===== src/logic/gpio_bank_pkg.sv =====
// Shared constants and types for the general purpose pin bank.
// Assumes a single 250 MHz clock; used by the bank module and its bench.
package gpio_bank_pkg;

	// Clock rate and indicator timing
	localparam int unsigned CLK_HZ       = 250_000_000;
	localparam int unsigned LED_ON_MS    = 1000;
	localparam int unsigned LED_OFF_MS   = 2000;
	localparam int unsigned LED_ON_CYC   = CLK_HZ / 1000 * LED_ON_MS;
	localparam int unsigned LED_OFF_CYC  = CLK_HZ / 1000 * LED_OFF_MS;
	localparam int unsigned PULSE_MS     = 1000;

	// Bank size and indicator pin
	localparam int unsigned NUM_PINS     = 10;
	localparam int unsigned LED_PIN      = 0;

	// Command argument values enabling the indicator (pin 1, value 0, mode 2)
	localparam logic [3:0] LED_CMD_PIN   = 4'h1;
	localparam logic       LED_CMD_VAL   = 1'h0;

	// Pin modes written by the configuration command
	typedef enum logic [1:0] {
		MODE_IN  = 2'b00,
		MODE_OUT = 2'b01,
		MODE_ALT = 2'b10
	} pin_mode_t;

	// Reset values: input with pull-down
	localparam pin_mode_t MODE_RST       = MODE_IN;
	localparam logic      PULL_DOWN_RST  = 1'h1;
	localparam logic      OUT_VAL_RST    = 1'h0;

	// Network status seen by the indicator
	typedef enum logic [2:0] {
		NET_OFF        = 3'b000,
		NET_UNREG      = 3'b001,
		NET_IDLE       = 3'b010,
		NET_IDLE_SAVE  = 3'b011,
		NET_CONNECTING = 3'b100
	} net_state_t;

	// Configuration command, one-cycle strobe with its arguments
	typedef struct packed {
		logic       valid;
		logic       write;  // 1 configures, 0 queries
		logic [3:0] pin;    // 1..10 as numbered on the package
		logic       value;  // output level for output mode
		pin_mode_t  mode;
	} pin_cmd_t;

	// Answer to a query
	typedef struct packed {
		logic      valid;
		logic      level;
		pin_mode_t mode;
	} pin_rsp_t;

endpackage


===== src/logic/gpio_bank.sv =====
// Ten-pin configurable bank with a network status indicator on pin one.
// Assumes commands and network status come from logic on clk_i; pads are
// asynchronous and are synchronised before use.
//
// Behaviour
// - Input read returns sampled pad level; writes ignored
// - Output write drives level; query returns programmed value
// - Alternate function pin driven only by internal logic
// - Ten pins, reset to input with pull-down
// - Output mode drives both levels push-pull
// - Command 1,0,2 routes indicator onto pin one
// - Off, on unregistered, idle blinks 1s/2s
// - Connecting blinks one second on, two off
// - Power saving idle pulses only on paging wake-ups
`timescale 1ns/100ps
module gpio_bank
	import gpio_bank_pkg::*;
#(
	parameter int unsigned PINS    = NUM_PINS,
	parameter int unsigned ON_CYC  = LED_ON_CYC,
	parameter int unsigned OFF_CYC = LED_OFF_CYC
) (
	// Clock, reset and enable
	input  wire logic            clk_i,
	input  wire logic            resetn_i,
	input  wire logic            ce_i,
	// Configuration command channel
	input  wire pin_cmd_t        cmd_i,
	output pin_rsp_t             rsp_o,
	// Network status from the modem firmware
	input  wire net_state_t      net_i,
	input  wire logic            wake_i,
	// Pads
	input  wire logic [PINS-1:0] pad_i,
	output logic      [PINS-1:0] pad_o,
	output logic      [PINS-1:0] pad_oe_o,
	output logic      [PINS-1:0] pull_down_o
);

	localparam int unsigned PER_CYC = ON_CYC + OFF_CYC;
	localparam int unsigned CW      = $clog2(PER_CYC + 1);

	pin_mode_t         mode_r [PINS];
	logic [PINS-1:0]   out_r;
	logic [PINS-1:0]   sync1_r;
	logic [PINS-1:0]   sync2_r;
	logic [CW-1:0]     blink_r;
	logic [CW-1:0]     pulse_r;
	logic              led_r;
	logic              led_nxt;
	logic [3:0]        idx;
	logic              cmd_ok;

	assign idx    = cmd_i.pin - 4'h1;
	assign cmd_ok = cmd_i.valid && cmd_i.pin != 4'h0
		&& cmd_i.pin <= 4'(PINS);

	// Two-flop pad synchroniser; first stage read only by the second
	always_ff @(posedge clk_i or negedge resetn_i) begin
		if (!resetn_i) begin
			sync1_r <= '0;
			sync2_r <= '0;
		end else if (ce_i) begin
			sync1_r <= pad_i;
			sync2_r <= sync1_r;
		end
	end

	// Per-pin configuration; only the addressed pin changes
	always_ff @(posedge clk_i or negedge resetn_i) begin
		if (!resetn_i) begin
			for (int i = 0; i < PINS; i++) begin
				mode_r[i] <= MODE_RST;
			end
			out_r <= {PINS{OUT_VAL_RST}};
		end else if (ce_i && cmd_ok && cmd_i.write) begin
			mode_r[idx] <= cmd_i.mode;
			// Output value only latched in output mode
			if (cmd_i.mode == MODE_OUT) begin
				out_r[idx] <= cmd_i.value;
			end
		end
	end

	// Query answer; input pins report the synchronised pad level
	always_ff @(posedge clk_i or negedge resetn_i) begin
		if (!resetn_i) begin
			rsp_o <= '0;
		end else if (ce_i) begin
			rsp_o.valid <= cmd_ok && !cmd_i.write;
			rsp_o.mode  <= cmd_ok ? mode_r[idx] : MODE_IN;
			case (cmd_ok ? mode_r[idx] : MODE_IN)
				MODE_OUT: rsp_o.level <= out_r[idx];
				MODE_ALT: rsp_o.level <= pad_o[idx];
				default:  rsp_o.level <= cmd_ok && sync2_r[idx];
			endcase
		end
	end

	// Free-running 3 s blink period; period counter restarts after off
	always_ff @(posedge clk_i or negedge resetn_i) begin
		if (!resetn_i) begin
			blink_r <= '0;
		end else if (ce_i) begin
			if (blink_r >= CW'(PER_CYC - 1)) begin
				blink_r <= '0;
			end else begin
				blink_r <= blink_r + CW'(1);
			end
		end
	end

	// Wake pulse timer, one on-time long, started by paging wake-ups
	always_ff @(posedge clk_i or negedge resetn_i) begin
		if (!resetn_i) begin
			pulse_r <= '0;
		end else if (ce_i) begin
			if (wake_i && net_i == NET_IDLE_SAVE) begin
				pulse_r <= CW'(ON_CYC);
			end else if (pulse_r != '0) begin
				pulse_r <= pulse_r - CW'(1);
			end
		end
	end

	// Indicator pattern per network state
	always_comb begin
		case (net_i)
			NET_OFF:        led_nxt = 1'b0;
			NET_UNREG:      led_nxt = 1'b1;
			NET_IDLE:       led_nxt = blink_r < CW'(ON_CYC);
			NET_CONNECTING: led_nxt = blink_r < CW'(ON_CYC);
			NET_IDLE_SAVE:  led_nxt = pulse_r != '0;
			default:        led_nxt = 1'b0;
		endcase
	end

	// Registered indicator level keeps pad data glitch free
	always_ff @(posedge clk_i or negedge resetn_i) begin
		if (!resetn_i) begin
			led_r <= 1'b0;
		end else if (ce_i) begin
			led_r <= led_nxt;
		end
	end

	// Pad drive: push-pull in output mode, internal logic in alternate
	always_comb begin
		for (int i = 0; i < PINS; i++) begin
			pull_down_o[i] = mode_r[i] == MODE_IN ? PULL_DOWN_RST : 1'b0;
			case (mode_r[i])
				MODE_OUT: begin
					pad_oe_o[i] = 1'b1;
					pad_o[i]    = out_r[i];
				end
				MODE_ALT: begin
					// Only pin one has an alternate source
					pad_oe_o[i] = i == LED_PIN;
					pad_o[i]    = i == LED_PIN && led_r;
				end
				default: begin
					pad_oe_o[i] = 1'b0;
					pad_o[i]    = 1'b0;
				end
			endcase
		end
	end

	// Assertions, all on clk_i and quiet during reset

	// Pin one carries the indicator while alternate
	AST_ALT_LED: assert property (
		@(posedge clk_i) disable iff (!resetn_i)
		mode_r[LED_PIN] == MODE_ALT |-> pad_oe_o[LED_PIN]
		&& pad_o[LED_PIN] == led_r)
		else $error("indicator not routed to pin one");

	// User write to the alternate pin leaves level and value alone
	AST_ALT_NOWRITE: assert property (
		@(posedge clk_i) disable iff (!resetn_i)
		ce_i && cmd_ok && cmd_i.write && idx == 4'(LED_PIN)
		&& cmd_i.mode == MODE_ALT && mode_r[LED_PIN] == MODE_ALT
		|=> pad_o[LED_PIN] == $past(led_nxt)
		&& $stable(out_r[LED_PIN]))
		else $error("user write overrode alternate pin");

	// Output write is driven on the next cycle
	AST_OUT_DRIVE: assert property (
		@(posedge clk_i) disable iff (!resetn_i)
		ce_i && cmd_ok && cmd_i.write && cmd_i.mode == MODE_OUT |=>
		pad_oe_o[$past(idx)] && pad_o[$past(idx)] == $past(cmd_i.value))
		else $error("output write not driven");

	// Pin two as input releases its driver and keeps the pull-down
	AST_IN_HIZ: assert property (
		@(posedge clk_i) disable iff (!resetn_i)
		mode_r[1] == MODE_IN |-> !pad_oe_o[1] && pull_down_o[1])
		else $error("input pin driven or pull-down missing");

	// Input query answers with the synchronised level
	AST_IN_READ: assert property (
		@(posedge clk_i) disable iff (!resetn_i)
		ce_i && cmd_ok && !cmd_i.write && mode_r[idx] == MODE_IN |=>
		rsp_o.valid && rsp_o.level == $past(sync2_r[idx]))
		else $error("input read wrong level");

	// Dark while the device is off
	AST_OFF: assert property (
		@(posedge clk_i) disable iff (!resetn_i)
		ce_i && net_i == NET_OFF |=> !led_r)
		else $error("indicator lit while off");

	// Steady on while searching for a network
	AST_UNREG: assert property (
		@(posedge clk_i) disable iff (!resetn_i)
		ce_i && net_i == NET_UNREG |=> led_r)
		else $error("indicator dark while unregistered");

	// On-time ends when the blink counter reaches ON_CYC
	AST_BLINK: assert property (
		@(posedge clk_i) disable iff (!resetn_i)
		ce_i && net_i == NET_CONNECTING && blink_r == CW'(ON_CYC) |=>
		!led_r)
		else $error("blink on-time too long");

	// Power saving stays dark between wake-ups
	AST_WAKE: assert property (
		@(posedge clk_i) disable iff (!resetn_i)
		ce_i && net_i == NET_IDLE_SAVE && pulse_r == '0 && !wake_i |=>
		!led_r)
		else $error("indicator lit without wake-up");

	// Writes to other pins leave pin three untouched
	AST_ISOLATE: assert property (
		@(posedge clk_i) disable iff (!resetn_i)
		ce_i && cmd_ok && cmd_i.write && idx != 4'h2 |=>
		$stable(mode_r[2]))
		else $error("other pin disturbed");

endmodule


===== config.mk =====
export PLATFORM = sky130hd
export DESIGN_NAME = gpio_bank
export DESIGN_NICKNAME = d
export VERILOG_FILES = /design/src/logic/gpio_bank_pkg.sv /design/src/logic/gpio_bank.sv
export SDC_FILE = /design/constraint.sdc
export NUM_CORES = 1
export LEC_CHECK = 0
export BUFFER_PORTS_ARGS = -buffer_cell sky130_fd_sc_hd__clkbuf_2
export CAP_MARGIN = 20
export CORE_ASPECT_RATIO = 1.4
export CORE_MARGIN = 3
export CORE_UTILIZATION = 42
export DETAILED_ROUTE_END_ITERATION = 10
export GPL_TIMING_DRIVEN = 0
export PLACE_DENSITY_LB_ADDON = 0.05
export SYNTH_ARGS = -nofsm -noshare
export SYNTH_HDL_FRONTEND = slang
export SYNTH_SLANG_ARGS = --single-unit

===== constraint.sdc =====
create_clock -name clk_i -period 3.4 [get_ports clk_i]
set_input_delay 0.51 -clock clk_i [delete_from_list [all_inputs] [get_ports clk_i]]
set_output_delay 0.51 -clock clk_i [all_outputs]
set_load 0.01 [all_outputs]

==> impl_metrics.xml <==
<?xml version="1.0" encoding="UTF-8"?>
<metrics>
  <group name="power">
    <metric name="power_switching" unit="mW">1.19</metric>
    <metric name="internal" unit="mW">3.09</metric>
    <metric name="seqPwrFrac" unit="%">40.5</metric>
    <metric name="power_per_cell_area" unit="nW/um2">552</metric>
    <metric name="vdd_drop_max" unit="V">0.000298</metric>
    <metric name="relative_contribution_of_the_clock_network_to_total_power" unit="%">44.3</metric>
    <metric name="static-leakage-power" unit="nW">3.37</metric>
    <metric name="power.share.switching" unit="%">27.8</metric>
    <metric name="combinational_power_share" unit="%">15.2</metric>
  </group>
  <group name="routing">
    <metric name="vias" unit="">5106</metric>
    <metric name="met2_length" unit="mm">7.96</metric>
    <metric name="final_antenna_net_count" unit="">0</metric>
    <metric name="firstDrtPassIters" unit="">4</metric>
    <metric name="wirelength" unit="mm">15.4</metric>
    <metric name="post-route-drc-count" unit="">0</metric>
    <metric name="dr.first_iter.drc_count" unit="">242</metric>
    <metric name="route.layer.met1.wl" unit="mm">6.50</metric>
    <metric name="drt-wirelength-per-cell" unit="um">16.8</metric>
    <metric name="post_drt_via_cell_ratio" unit="">5.57</metric>
    <metric name="highest-signal-layer" unit="">met4</metric>
    <metric name="wl_met3" unit="um">559</metric>
  </group>
  <group name="grt">
    <metric name="pin_count_of_the_biggest_net_entering_global_routing" unit="">112</metric>
    <metric name="grt_pass1_wl" unit="mm">26.0</metric>
    <metric name="total_overflow_reported_by_the_global_router" unit="">0</metric>
    <metric name="groute.usage.overall" unit="%">18.9</metric>
    <metric name="grt_antenna_before_repair" unit="">0</metric>
    <metric name="grt_pass1_vias" unit="">5135</metric>
  </group>
  <group name="finish">
    <metric name="layout_commonest_cell" unit="">sky130_fd_sc_hd__dfrtp_1</metric>
    <metric name="post-route-util" unit="%">52.8</metric>
    <metric name="final_cell_mix" unit="">115 x sky130_fd_sc_hd__dfrtp_1, 67 x sky130_fd_sc_hd__nand2_1, 62 x sky130_fd_sc_hd__nor2_1</metric>
    <metric name="nNetsFinal" unit="">753</metric>
    <metric name="ratio_of_cells_with_drive_above_1_in_the_final_layout" unit="%">26.5</metric>
    <metric name="antenna_diode_count" unit="">0</metric>
    <metric name="area_growth" unit="%">21.1</metric>
  </group>
  <group name="synth">
    <metric name="synth_top_family_by_area" unit="">simple AND/OR/NAND/NOR gates</metric>
    <metric name="avgSynthCellArea" unit="um2">10.2</metric>
    <metric name="synth_top_flop_cell" unit="">sky130_fd_sc_hd__dfrtp_1</metric>
    <metric name="number_of_flops_mapped_to_enable_cells_by_yosys" unit="">0</metric>
    <metric name="synth-xor-area-share" unit="%">6.70</metric>
    <metric name="ys_ff_latch" unit="">115</metric>
    <metric name="synthesis.yosys.warnings" unit="">0</metric>
    <metric name="netlist_top_cells_area" unit="">sky130_fd_sc_hd__dfrtp_1 45%, sky130_fd_sc_hd__mux2_2 9.1%, sky130_fd_sc_hd__nand2_1 4.0%</metric>
    <metric name="synthesis.area" unit="um2">6410</metric>
    <metric name="netlist_instances" unit="">630</metric>
    <metric name="post_synth_mux_area_share" unit="%">13.1</metric>
    <metric name="netlist.area_leader.share" unit="%">44.9</metric>
    <metric name="yosysSeqAreaShare" unit="%">44.9</metric>
    <metric name="mappedNetlistNets" unit="">669</metric>
    <metric name="yosysTopAreaCell" unit="">sky130_fd_sc_hd__dfrtp_1</metric>
    <metric name="synth-adder-area-share" unit="%">2.54</metric>
    <metric name="share_of_the_synthesized_area_in_compound_gates_ao_oa_aoi_oai" unit="%">6.03</metric>
    <metric name="synth-async-reset-ratio" unit="%">100</metric>
    <metric name="ys_types" unit="">63</metric>
    <metric name="synth-simple-area-share" unit="%">24.0</metric>
  </group>
  <group name="place">
    <metric name="dp.final_hpwl" unit="mm">11.2</metric>
    <metric name="gp_congestion" unit="">0.883</metric>
    <metric name="count_of_input_and_output_buffers" unit="">58</metric>
  </group>
  <group name="worst_setup_path">
    <metric name="worst_path_largest_cell_delay" unit="ns">0.37</metric>
    <metric name="critPathBufInv" unit="">5</metric>
    <metric name="crit_chain" unit="">clkbuf_2 &gt; buf_12 &gt; buf_8 &gt; clkinvlp_4 &gt; ha_4 &gt; mux4_2 &gt; nand2_1 &gt; nand2_1 &gt; a21oi_1 &gt; nor2_2 &gt; inv_1 &gt; ha_1 &gt; nand2b_1 &gt; or2_2 &gt; a2bb2o_1 &gt; o22ai_1 &gt; o311ai_0</metric>
    <metric name="required" unit="ns">3.69</metric>
    <metric name="worst_path_dominant_cell_family" unit="">simple AND/OR/NAND/NOR gates</metric>
    <metric name="worstSetupEndpointType" unit="">flop</metric>
    <metric name="timing.setup.critical_path_class" unit="">in -&gt; reg</metric>
    <metric name="cp_max_fo" unit="">10</metric>
    <metric name="worst_setup_path_start_kind" unit="">primary input</metric>
    <metric name="critical_path.slowest_cell" unit="">sky130_fd_sc_hd__ha_4</metric>
    <metric name="cp_data_arrival_time" unit="ns">3.55</metric>
    <metric name="timing.critical_path.mode_cell" unit="">sky130_fd_sc_hd__nand2_1</metric>
  </group>
  <group name="clock_network">
    <metric name="clock_sink_count" unit="">115</metric>
    <metric name="cts_htree_levels" unit="">4</metric>
    <metric name="clock_latency_at_the_later_pin_of_the_worst_skew_pair" unit="ns">0.42</metric>
    <metric name="clk_path_buf_depth" unit="">2</metric>
    <metric name="clkTransAtPathRegs" unit="ns">0.06</metric>
    <metric name="cts_tree" unit="">built</metric>
    <metric name="cts_inserted_buffers" unit="">17</metric>
    <metric name="ctsRootBufferMaster" unit="">sky130_fd_sc_hd__clkbuf_16</metric>
  </group>
  <group name="sta">
    <metric name="hold_viol" unit="">0</metric>
    <metric name="maxClockFrequency" unit="MHz">306</metric>
    <metric name="finalSetupViolations" unit="">0</metric>
    <metric name="worstMarginPinSlew" unit="ns">0.753</metric>
    <metric name="worst_hold_slack_across_all_endpoints" unit="ns">0.320</metric>
    <metric name="worst_clock_skew" unit="ns">0.0124</metric>
    <metric name="layout_worst_path_cycle_share" unit="%">96.1</metric>
    <metric name="layout_min_cycle_time" unit="ns">3.27</metric>
    <metric name="drv_slew" unit="">0</metric>
    <metric name="timing.max_slew.rel_slack" unit="%">49.4</metric>
  </group>
  <group name="worst_hold_path">
    <metric name="timing.hold.worst.class" unit="">in -&gt; reg</metric>
  </group>
  <group name="floorplan">
    <metric name="floorplan.die.width" unit="um">110</metric>
    <metric name="rows" unit="">52</metric>
    <metric name="die_h" unit="um">152</metric>
    <metric name="floorplan.io_pins" unit="">60</metric>
    <metric name="design.die.area" unit="um2">16800</metric>
    <metric name="floorplan.initialDensity" unit="%">43.6</metric>
    <metric name="floorplan.core_area" unit="um2">14700</metric>
  </group>
  <group name="flow_run">
    <metric name="max-cap-violations" unit="">0</metric>
  </group>
  <group name="run_status">
    <metric name="status" unit="">completed</metric>
  </group>
</metrics>
-- through the flow --
step                       TNS, ns  total power, mW  cell area, um2  worst slack, ns  instances
after floorplan                  0             2.15            6420           0.0616        630
after global placement      -0.657             2.36            6950           -0.657        877
after detailed placement    -0.722             2.39            6980           -0.722        878
after CTS                        0             4.33            7690           0.0355        912
after global routing      -0.00692             4.50            7760         -0.00692        916
final                            0             4.28            7760            0.134        916
-- sequential cells by signal (all words and copies together), names as in the netlist --
signal / flops
sync2_r: 10
led_r: 1
sync1_r: 10
blink_r: 30
out_r: 10
pulse_r: 30
rsp_o: 4
mode_r: 20
-- Yosys cell counts, drive strengths merged (9+ instances only) --
library cell  number
nand3             25
mux2              52
nand2             69
nor4              16
o21ai             22
nand4             16
mux4               9
ha                13
nor2b             13
nor3              21
xnor2             23
inv               15
dfrtp            115
clkbuf            14
nor2              65
xor2              26
buf               11
and2              13
-- power groups by stage --
stage	clock network [mW]	logic [mW]	registers (mW)
final	1.90	0.652	1.73
after global routing	2.01	0.731	1.76
after floorplan	0	0.448	1.70
after global placement	0	0.618	1.74
after detailed placement	0	0.636	1.75
after CTS	1.95	0.650	1.73
-- metal layers --
metal  vias to the layer above  GRT usage (%)
met5                         -              0
met1                      2554           22.9
met3                        22           4.53
li1                       2415              -
met4                         0           7.39
met2                       115           32.3
-- cell type report --
| cell class | instances | area (um2) |
|---|---|---|
| multi-input combinational | 475 | 3430 |
| fill | 1399 | 6940 |
| tap | 189 | 236 |
| inverter | 15 | 60.1 |
| clock inverter | 14 | 204 |
| sequential | 115 | 2880 |
| buffer | 25 | 148 |
| timing repair buffer | 65 | 374 |
| clock buffer | 18 | 429 |
-- what timing repair did --
action / CTS / global route
hold endpoints to repair: 4 / 0
buffers inserted: 1 / 4
pin swaps: 1 / 2
gates resized for setup: 9 / 11
endpoints found under the setup margin: 1 / 1
hold buffers: 1 / 0
-- cells by family after synthesis --
group,after synthesis
AOI/OAI and AO/OA,58
adders and majority gates,13
and+or+nand+nor,289
xor gates and xnor gates,49
muxes,66
buffers and inverters,40
DFF,115
-- final timing paths --
kind / start / slack (ns) / depth (start not counted) / endpoint
setup / recovery: cmd_i[3] / 0.13 / 17 / rsp_o[2]$_DFFE_PN0P_
hold / removal: pad_i[4] / 0.32 / 2 / sync1_r[4]$_DFFE_PN0P_
setup reg to reg: mode_r[10]$_DFFE_PN0P_ / 0.68 / 12 / rsp_o[2]$_DFFE_PN0P_
hold reg to reg: sync1_r[2]$_DFFE_PN0P_ / 0.50 / 1 / sync1_r[2]$_DFFE_PN0P_
max in group asynchronous: resetn_i / 2.19 / 3 / blink_r[25]$_DFFE_PN0P_
min in group asynchronous: resetn_i / 0.47 / 2 / mode_r[6]$_DFFE_PN0P_
(Power assumes the default switching activity.)
